### config.mk
export PLATFORM = sky130hd
export DESIGN_NAME = osd_supervisor
export DESIGN_NICKNAME = d
export VERILOG_FILES = /design/src/hdl/osd_pkg.sv /design/src/hdl/osd_stop_watch.sv /design/src/hdl/osd_supervisor.sv
export SDC_FILE = /design/constraint.sdc
export NUM_CORES = 1
export LEC_CHECK = 0
export BUFFER_PORTS_ARGS = -buffer_cell sky130_fd_sc_hd__buf_2
export CORE_ASPECT_RATIO = 0.6
export CORE_MARGIN = 4
export CORE_UTILIZATION = 40
export CTS_CLUSTER_SIZE = 40
export DETAILED_ROUTE_END_ITERATION = 7
export SETUP_SLACK_MARGIN = 0.15
export SLEW_MARGIN = 20
export SYNTH_ARGS = -nofsm -noshare
export SYNTH_HDL_FRONTEND = slang
export SYNTH_SLANG_ARGS = --single-unit
### constraint.sdc
create_clock -name hclk -period 4.2 [get_ports hclk]
set_clock_uncertainty 0.1 [all_clocks]
set_input_delay 0.42 -clock hclk [delete_from_list [all_inputs] [get_ports hclk]]
set_output_delay 0.42 -clock hclk [all_outputs]
set_load 0.01 [all_outputs]
### src/hdl/osd_pkg.sv
package osd_pkg;

    // Register indices; byte address is four times the index
    localparam logic [7:0] IDX_PROTECT = 8'h0A;
    localparam logic [7:0] IDX_PMODE0 = 8'h04;
    localparam logic [7:0] IDX_PMODE1 = 8'h05;
    localparam logic [7:0] IDX_CLK0 = 8'h06;
    localparam logic [7:0] IDX_CLK1 = 8'h07;
    localparam logic [7:0] IDX_CLK3 = 8'h09;
    localparam logic [7:0] IDX_OSD = 8'h0C;
    localparam logic [7:0] IDX_PORT0 = 8'h0E;
    localparam logic [7:0] IDX_OSC0 = 8'h23;
    localparam logic [7:0] IDX_VMON1 = 8'h31;
    localparam logic [7:0] IDX_VMON2 = 8'h32;

    // Word index sits at address bits 9:2
    localparam int IDX_LSB = 2;
    localparam int IDX_MSB = 9;

    // Reset value shared by every register of this block
    localparam logic [7:0] REG_RESET = 8'h00;

    // Protect register bits
    localparam int PRC_CLOCK = 0;
    localparam int PRC_MODE = 1;
    localparam int PRC_PORT0 = 2;
    localparam int PRC_VOLT = 3;
    localparam int PRC_W = 4;

    // Stop detector control fields
    localparam int OSD_ONCHIP = 2;
    localparam int OSD_STOPPED = 3;
    localparam logic [1:0] OSD_ARMED = 2'h3;

    // Clock, oscillator and monitor bit positions
    localparam int CLK0_WAIT_PERIPH = 2;
    localparam int CLK0_XTAL_STOP = 5;
    localparam int CLK1_ALL_STOP = 0;
    localparam int CLK1_LOSC_STOP = 4;
    localparam int CLK3_WAIT_ENTRY = 0;
    localparam int OSC0_HS_RUN = 0;
    localparam int OSC0_SELECT = 1;
    localparam int VMON_SRC = 2;
    localparam int VMON2_WDT_SRC = 3;

    // Slow-oscillator edges per detection window
    localparam int WINDOW_EDGES = 4;

    // AHB encodings
    localparam logic [1:0] HTRANS_NONSEQ = 2'h2;
    localparam logic HRESP_OKAY = 1'b0;

    // Captured address phase
    typedef struct packed {
        logic valid;
        logic write;
        logic [7:0] idx;
    } osd_req_t;

endpackage

### src/hdl/osd_stop_watch.sv
`timescale 1ns/100ps
`default_nettype none

module osd_stop_watch
    import osd_pkg::*;
#(
    parameter int WINDOW = WINDOW_EDGES
) (
    input wire logic hclk, // System clock
    input wire logic hresetn, // Async reset, active low
    input wire logic arm, // Detector enabled
    input wire logic xtal_edge, // One pulse per crystal edge
    input wire logic slow_edge, // One pulse per slow oscillator edge
    output logic stopped, // No crystal edge in the last window
    output logic window_end // Pulse at each window boundary
);

    ////////////////////////////////////////////////////////////////////
    localparam int CW = $clog2(WINDOW + 1);
    localparam logic [CW-1:0] LAST = CW'(WINDOW - 1);

    logic [CW-1:0] win_cnt; // Slow edges in this window
    logic seen; // Crystal edge seen in this window

    // Window ends on the last slow edge
    assign window_end = arm && slow_edge && (win_cnt == LAST);

    // Window timer, held at zero while disarmed
    always_ff @(posedge hclk or negedge hresetn) begin
        if (!hresetn) begin
            win_cnt <= '0;
        end else if (!arm || window_end) begin
            win_cnt <= '0;
        end else if (slow_edge) begin
            win_cnt <= win_cnt + 1'b1;
        end
    end

    // Edge memory; a crystal edge at the boundary opens the next window
    always_ff @(posedge hclk or negedge hresetn) begin
        if (!hresetn) begin
            seen <= 1'b0;
        end else if (!arm) begin
            seen <= 1'b0;
        end else if (window_end) begin
            seen <= xtal_edge;
        end else if (xtal_edge) begin
            seen <= 1'b1;
        end
    end

    // Verdict per window; a quiet window means the crystal stopped
    always_ff @(posedge hclk or negedge hresetn) begin
        if (!hresetn) begin
            stopped <= 1'b0;
        end else if (!arm) begin
            stopped <= 1'b0;
        end else if (window_end) begin
            stopped <= !seen && !xtal_edge;
        end
    end

endmodule
`default_nettype wire

### src/hdl/osd_supervisor.sv
`timescale 1ns/100ps
`default_nettype none

module osd_supervisor
    import osd_pkg::*;
#(
    parameter int WINDOW = WINDOW_EDGES
) (
    input wire logic hclk, // System clock, 125 MHz
    input wire logic hresetn, // Async reset, active low
    input wire logic hsel, // Slave select
    input wire logic [31:0] haddr, // Byte address
    input wire logic [1:0] htrans, // Transfer type
    input wire logic hwrite, // Write when high
    input wire logic [2:0] hsize, // Only word transfers used
    input wire logic [31:0] hwdata, // Write data
    input wire logic hready, // Bus ready
    output logic hreadyout, // Slave ready
    output logic hresp, // Always OKAY
    output logic [31:0] hrdata, // Read data, registered
    input wire logic crystal_clock, // Crystal oscillator pin
    input wire logic slow_osc_clock, // Low-speed oscillator pin
    input wire logic watchdog_event, // Watchdog interrupt pulse
    input wire logic vmon1_event, // Voltage monitor 1 pulse
    input wire logic vmon2_event, // Voltage monitor 2 pulse
    output logic shared_irq, // Shared vector request
    output logic onchip_osc_selected_flag, // CPU on on-chip osc
    output logic crystal_stopped_flag, // Crystal stop seen
    output logic low_speed_osc_stop_bit, // Slow osc stopped
    output logic high_speed_osc_run_bit, // Fast osc running
    output logic onchip_osc_select_bit, // 1 fast, 0 slow
    output logic wait_periph_clock_stop_bit, // Periph stop in wait
    output logic crystal_stop_control_bit, // Crystal stop request
    output logic all_clocks_stop_bit, // Stop mode request
    output logic wait_entry_bit, // Wait mode request
    output logic [7:0] port0_direction // Port 0 direction
);

    ////////////////////////////////////////////////////////////////////
    // Pin synchronisers and edge pulses

    logic [1:0] pin_raw; // Asynchronous pins
    logic [1:0] sync_a; // First stage, read only by second
    logic [1:0] sync_b; // Second stage
    logic [1:0] sync_c; // Delay for edge detect
    logic [1:0] pin_rise; // Rising edge pulses

    assign pin_raw = {slow_osc_clock, crystal_clock};

    genvar gi;
    generate
        for (gi = 0; gi < 2; gi++) begin : g_sync
            // Two flops before any logic looks at the pin
            always_ff @(posedge hclk or negedge hresetn) begin
                if (!hresetn) begin
                    sync_a[gi] <= 1'b0;
                    sync_b[gi] <= 1'b0;
                    sync_c[gi] <= 1'b0;
                end else begin
                    sync_a[gi] <= pin_raw[gi];
                    sync_b[gi] <= sync_a[gi];
                    sync_c[gi] <= sync_b[gi];
                end
            end
            assign pin_rise[gi] = sync_b[gi] && !sync_c[gi];
        end
    endgenerate

    ////////////////////////////////////////////////////////////////////
    // Bus slave: zero-wait writes, one wait state on reads

    osd_req_t req; // Address phase held into the data phase
    logic rd_wait; // Read data being fetched
    logic accept; // Address phase taken this edge
    logic wr_go; // Write completes this edge
    logic [7:0] wdat; // Write byte
    logic [7:0] rd_val; // Read mux

    assign accept = hsel && hready && (htrans == HTRANS_NONSEQ);
    assign wr_go = req.valid && req.write;
    assign wdat = hwdata[7:0];
    assign hreadyout = !rd_wait;
    assign hresp = HRESP_OKAY;

    // Capture address phase; held while a read waits
    always_ff @(posedge hclk or negedge hresetn) begin
        if (!hresetn) begin
            req <= '0;
            rd_wait <= 1'b0;
        end else if (hready) begin
            req.valid <= accept;
            req.write <= hwrite;
            req.idx <= haddr[IDX_MSB:IDX_LSB];
            rd_wait <= accept && !hwrite;
        end else begin
            rd_wait <= 1'b0;
        end
    end

    // Read data sampled after any earlier write has landed
    always_ff @(posedge hclk or negedge hresetn) begin
        if (!hresetn) begin
            hrdata <= '0;
        end else if (rd_wait) begin
            hrdata <= {24'h00_0000, rd_val};
        end
    end

    ////////////////////////////////////////////////////////////////////
    // Write protection

    logic [PRC_W-1:0] protect; // Unlock bits, upper bits absent
    logic wr_protect; // Write to the protect register
    logic wr_other; // Write to any other address
    logic unlocked; // Target of this write is open

    assign wr_protect = wr_go && (req.idx == IDX_PROTECT);
    assign wr_other = wr_go && (req.idx != IDX_PROTECT);

    // Which unlock bit guards which group
    always_comb begin
        unique case (req.idx)
            IDX_CLK0, IDX_CLK1, IDX_CLK3, IDX_OSD, IDX_OSC0:
                unlocked = protect[PRC_CLOCK];
            IDX_PMODE0, IDX_PMODE1:
                unlocked = protect[PRC_MODE];
            IDX_PORT0:
                unlocked = protect[PRC_PORT0];
            IDX_VMON1, IDX_VMON2:
                unlocked = protect[PRC_VOLT];
            default:
                unlocked = 1'b0;
        endcase
    end

    // Bits 0,1,3 only change by software; bit 2 is one-shot
    always_ff @(posedge hclk or negedge hresetn) begin
        if (!hresetn) begin
            protect <= '0;
        end else if (wr_protect) begin
            protect <= wdat[PRC_W-1:0];
        end else if (wr_other) begin
            protect[PRC_PORT0] <= 1'b0;
        end
    end

    logic wr_ok; // Write allowed this edge
    assign wr_ok = wr_other && unlocked;

    ////////////////////////////////////////////////////////////////////
    // Plain control registers

    logic [7:0] clk0, clk1, clk3, osc0, pmode0, pmode1; // Storage
    logic stop_event; // Detector reports a fresh stop
    logic take_over; // Stop while crystal drives the CPU

    // Register stores; refused writes leave them alone
    always_ff @(posedge hclk or negedge hresetn) begin
        if (!hresetn) begin
            clk0 <= REG_RESET;
            clk3 <= REG_RESET;
            osc0 <= REG_RESET;
            pmode0 <= REG_RESET;
            pmode1 <= REG_RESET;
            port0_direction <= REG_RESET;
        end else if (wr_ok) begin
            unique case (req.idx)
                IDX_CLK0: clk0 <= wdat;
                IDX_CLK3: clk3 <= wdat;
                IDX_OSC0: osc0 <= wdat;
                IDX_PMODE0: pmode0 <= wdat;
                IDX_PMODE1: pmode1 <= wdat;
                IDX_PORT0: port0_direction <= wdat;
                default: clk0 <= clk0;
            endcase
        end
    end

    // Clock control 1; a stop while the crystal drives the CPU forces the slow oscillator on
    always_ff @(posedge hclk or negedge hresetn) begin
        if (!hresetn) begin
            clk1 <= REG_RESET;
        end else if (take_over) begin
            clk1[CLK1_LOSC_STOP] <= 1'b0;
        end else if (wr_ok && req.idx == IDX_CLK1) begin
            clk1 <= wdat;
        end
    end

    // Stop request lasts until written back; the CPU side owns the
    // prefetch hazard after it, so no timing is added here
    assign all_clocks_stop_bit = clk1[CLK1_ALL_STOP];
    assign low_speed_osc_stop_bit = clk1[CLK1_LOSC_STOP];
    assign wait_periph_clock_stop_bit = clk0[CLK0_WAIT_PERIPH];
    assign crystal_stop_control_bit = clk0[CLK0_XTAL_STOP];
    assign wait_entry_bit = clk3[CLK3_WAIT_ENTRY];
    assign high_speed_osc_run_bit = osc0[OSC0_HS_RUN];
    assign onchip_osc_select_bit = osc0[OSC0_SELECT];

    ////////////////////////////////////////////////////////////////////
    // Oscillation stop detector

    logic [1:0] osd_en; // Detector enable field
    logic armed; // Field holds 11b
    logic det_stopped; // Detector verdict
    logic det_stopped_q; // Previous verdict
    logic win_end; // Window boundary pulse

    assign armed = (osd_en == OSD_ARMED);

    osd_stop_watch #(
        .WINDOW(WINDOW)
    ) u_watch (
        .hclk(hclk),
        .hresetn(hresetn),
        .arm(armed),
        .xtal_edge(pin_rise[0]),
        .slow_edge(pin_rise[1]),
        .stopped(det_stopped),
        .window_end(win_end)
    );

    // Fresh stop only on the verdict's rising edge
    always_ff @(posedge hclk or negedge hresetn) begin
        if (!hresetn) begin
            det_stopped_q <= 1'b0;
        end else begin
            det_stopped_q <= det_stopped;
        end
    end

    assign stop_event = det_stopped && !det_stopped_q;
    // Only matters while the crystal is still the CPU source
    assign take_over = stop_event && !onchip_osc_selected_flag;
    // Stopped flag follows the verdict; clears when disarmed
    assign crystal_stopped_flag = det_stopped;

    logic wr_osd; // Accepted write to detector control
    assign wr_osd = wr_ok && (req.idx == IDX_OSD);

    // Enable field is software-owned
    always_ff @(posedge hclk or negedge hresetn) begin
        if (!hresetn) begin
            osd_en <= 2'h0;
        end else if (wr_osd) begin
            osd_en <= wdat[1:0];
        end
    end

    // Switch-over flag: hardware set wins over a software clear;
    // no automatic return to the crystal
    always_ff @(posedge hclk or negedge hresetn) begin
        if (!hresetn) begin
            onchip_osc_selected_flag <= 1'b0;
        end else if (take_over) begin
            onchip_osc_selected_flag <= 1'b1;
        end else if (wr_osd) begin
            onchip_osc_selected_flag <= wdat[OSD_ONCHIP];
        end
    end

    ////////////////////////////////////////////////////////////////////
    // Voltage monitor registers with source flags

    logic [7:0] vmon1, vmon2; // Monitor control registers
    logic wr_vm1, wr_vm2; // Accepted writes

    assign wr_vm1 = wr_ok && (req.idx == IDX_VMON1);
    assign wr_vm2 = wr_ok && (req.idx == IDX_VMON2);

    // Source flags set by events; set beats a same-cycle clear
    always_ff @(posedge hclk or negedge hresetn) begin
        if (!hresetn) begin
            vmon1 <= REG_RESET;
            vmon2 <= REG_RESET;
        end else begin
            if (wr_vm1) begin
                vmon1 <= wdat;
            end
            if (wr_vm2) begin
                vmon2 <= wdat;
            end
            if (vmon1_event) begin
                vmon1[VMON_SRC] <= 1'b1;
            end
            if (vmon2_event) begin
                vmon2[VMON_SRC] <= 1'b1;
            end
            if (watchdog_event) begin
                vmon2[VMON2_WDT_SRC] <= 1'b1;
            end
        end
    end

    ////////////////////////////////////////////////////////////////////
    // Shared request and read mux

    logic src_clock_stop; // Clock stop source indication

    assign src_clock_stop = crystal_stopped_flag
        || (armed && onchip_osc_selected_flag);
    // One line for all four; handler tells them apart by flags
    assign shared_irq = src_clock_stop || vmon1[VMON_SRC]
        || vmon2[VMON_SRC] || vmon2[VMON2_WDT_SRC];

    // Unmapped addresses read zero
    always_comb begin
        unique case (req.idx)
            IDX_PROTECT: rd_val = {4'h0, protect};
            IDX_CLK0: rd_val = clk0;
            IDX_CLK1: rd_val = clk1;
            IDX_CLK3: rd_val = clk3;
            IDX_OSC0: rd_val = osc0;
            IDX_PMODE0: rd_val = pmode0;
            IDX_PMODE1: rd_val = pmode1;
            IDX_PORT0: rd_val = port0_direction;
            IDX_VMON1: rd_val = vmon1;
            IDX_VMON2: rd_val = vmon2;
            IDX_OSD: rd_val = {4'h0, crystal_stopped_flag,
                onchip_osc_selected_flag, osd_en};
            default: rd_val = 8'h00;
        endcase
    end
endmodule
`default_nettype wire

==> reports/results.ini <==
[outcome]
status = completed

[clocking]
hold_buffers = 0
worstSkewPairLatency_ns = 0.35
clk_pin_slew_ns = 0.07
cts.sinks = 110
cts_resized = 0
cts_tree = done
htree_num_levels = 3
ctsLongestPathBuffers = 2
cts_setup_buffers = 0
cts_made_buffers = 9
cts-root-buf = clkbuf_16

[die]
initial_core_util_pct = 41.67
dieArea_um2 = 15630
die_x_um = 158.8
core_um2 = 13090
pin_count = 131
die_h_um = 98.46
rows = 32

[power]
swShare_pct = 23.56
total_power_mw = 2.246
power_leakage_nw = 2.811
p_sw_mw = 0.5291
peakVddDrop_uv = 188.8
p_per_area_nw_per_um2 = 365.2
combPwrFrac_pct = 9.1
intPower_mw = 1.717
power_frac_seq_pct = 49.9
clkPwrFrac_pct = 41.1

[finish]
syn2layout_area_growth_pct = 12.73
diodes = 0
drive_gt1_share_pct = 35.34
layout.nets = 575

[logic_synthesis]
synthArstFlopShare_pct = 100.0
ys.flop_type = dfrtp_1
yosysWarnings = 0
synthTopCellsByCount = dfrtp_1 (110), mux2_2 (56), buf_4 (28)
synth-seq-cells = 110
yosysMostFrequentCell = dfrtp_1
synth_area_leader_cell = dfrtp_1
synth_area_per_cell_um2 = 12.37
ys_seq_area_share_pct = 50.46
synth_area_leaders = dfrtp_1 (50%), mux2_2 (12%), mux2_4 (6.3%), buf_4 (3.9%), nor2_1 (1.9%)
syn_area_um2 = 5455
synth_top_area_share_pct = 50.46
synthCells = 441
synth_edf_count = 0
ys_types = 60

[setup_path]
timing.rr.start = req[5]
critPathMaxFanout = 9
start_kind = register
critical_path_class = reg2reg
end_kind = register
r2r_end = clk3[2]
cp_data_required_time_ns = 4.33
r2r_cells = 6
cp_slowest_cell = nor4_2
slowest_delay_ns = 0.83
crit_chain = nor4_2, nand2_1, nor3_1, nor3b_2, buf_4, mux2_2
setup.worst_path.start = req[5]
cp.arrival_ns = 3.84
rrSetupSlack_ns = 0.49

[sta]
setup_viol = 0
hold_viol_final = 0
rsz0062_at_grt = no
finalMaxSlewViolations = 0
fin_crit_sh_pct = 88.25
setup_tns_ns = 0
min_period_ns = 3.706
maxSlewHeadroom_pct = 38.19
max_freq_mhz = 269.8
tightest_slew_ns = 0.9195

[place]
place_congestion = 0.8942
port_buffers = 54
hpwlAfterDp_um = 10080

[global_routing]
antenna_found_initial = 0
grt_use_total_pct = 18.23
grt_pass1_wl_um = 22240
overflow = 0
grt_max_degree = 68
grt_pass1_vias = 3700

[detailed_routing]
vias = 3793
wl_um = 14080
final_antenna_net_count = 0
drc = 0
drt_iter0_drc = 370
wl_per_cell_um = 21.08
via_per_inst = 5.678
first_pass_iters = 5

[job]
drv_cap = 0

[worst_hold_path]
hp-class = in2async

[per-stage QoR]
stage / utilization (%) / std cells / setup WS (ns) / area, µm² / hold WS [ns]
finish: 46.97 / 668 / 0.4937 / 6150 / 0.07450
global route: 46.97 / 668 / 0.3938 / 6150 / 0.07055
CTS: 46.97 / 668 / 0.5877 / 6150 / 0.06766
detailed placement: 44.51 / 653 / 0.5928 / 5827 / 0.2385
global placement: 44.51 / 653 / 0.7858 / 5827 / 0.2371
floorplan: - / 465 / 1.492 / 5545 / 0.02441
[cell type report]
class                      count  area [µm²]
multi-input combinational    305        2491
clock inverter                 4       70.07
sequential                   110        2753
clock buffer                  11       252.7
fill                        1194        6943
inverter                       2       7.507
timing repair buffer          66       362.8
tap                          170       212.7
[worst max path at each step]
stage | to | slack (ns) | cells past startpoint
after detailed placement | clk3[2] | 0.59 | 6
after global placement | clk3[0] | 0.79 | 6
final | clk3[2] | 0.49 | 6
after CTS | clk3[2] | 0.59 | 6
after floorplan | pmode1[0] | 1.49 | 7
after global routing | clk3[2] | 0.39 | 6
[state kept, by name (all words and copies together) (netlist names)]
name	cells
hrdata	8
vmon1	8
clk3	8
osd_en	2
u_watch.stopped	1
u_watch.seen	1
u_watch.win_cnt	3
clk0	8
req	10
det_stopped_q	1
sync_c	2
sync_a	2
pmode0	8
onchip_osc_selected_flag	1
clk1	8
rd_wait	1
pmode1	8
vmon2	8
sync_b	2
port0_direction	8
osc0	8
protect	4
[cell usage in the layout, fill, tap and decap left out, types with 3 or more instances in the layout]
cell	count
nor3b_1	5
mux2_1	8
or4_1	4
a22oi_1	13
buf_4	13
mux2i_1	7
mux2_4	23
nor4_1	3
a31oi_1	5
a211oi_1	3
nand2b_1	5
a22o_1	4
nand2_1	17
clkbuf_16	9
o2bb2ai_1	6
nor2_1	27
a21oi_1	11
nor2b_1	7
nand3_1	9
conb_1	25
mux4_2	3
nor3_2	3
a32oi_1	4
dfrtp_1	110
buf_2	53
nand3b_1	6
o21ai_0	6
mux2_2	56
nor3_1	8
or3b_1	3
[cell families (layout without fill, tap and decap cells)]
family                   Yosys count  in the layout  synth area share (%)
flip-flops                       110            110                 50.46
AND/OR/NAND/NOR                  112            112                 12.18
other                              1             25               0.06874
adder cells (fa/ha/maj)            2              2                0.4586
AO/OA/AOI/OAI                     69             69                 9.243
multiplexers                      97             97                 22.06
buffers and inverters             50             83                 5.527
[critical path: cells and delay by family (launching register included)]
family	cells	cell delay (ns)
AND/OR/NAND/NOR	4	2.40
multiplexers	1	0.35
buffers and inverters	1	0.24
flip-flops	1	0.49
[metal layers]
metal	vias to the layer above	global-route usage, %	wire [µm]
met4	0	3.667	188
met2	169	24.57	5589
met5	-	0	0
li1	1679	-	-
met1	1925	28.19	6871
met3	20	6.352	1434
[power groups by stage]
stage	combinational (mW)	clock, mW	sequential (mW)
after floorplan	0.140	0	1.13
after global placement	0.198	0	1.14
after detailed placement	0.201	0	1.14
after CTS	0.202	0.946	1.12
after global routing	0.222	0.986	1.12
final	0.203	0.923	1.12
No activity file was read; power rests on OpenSTA's default activity.
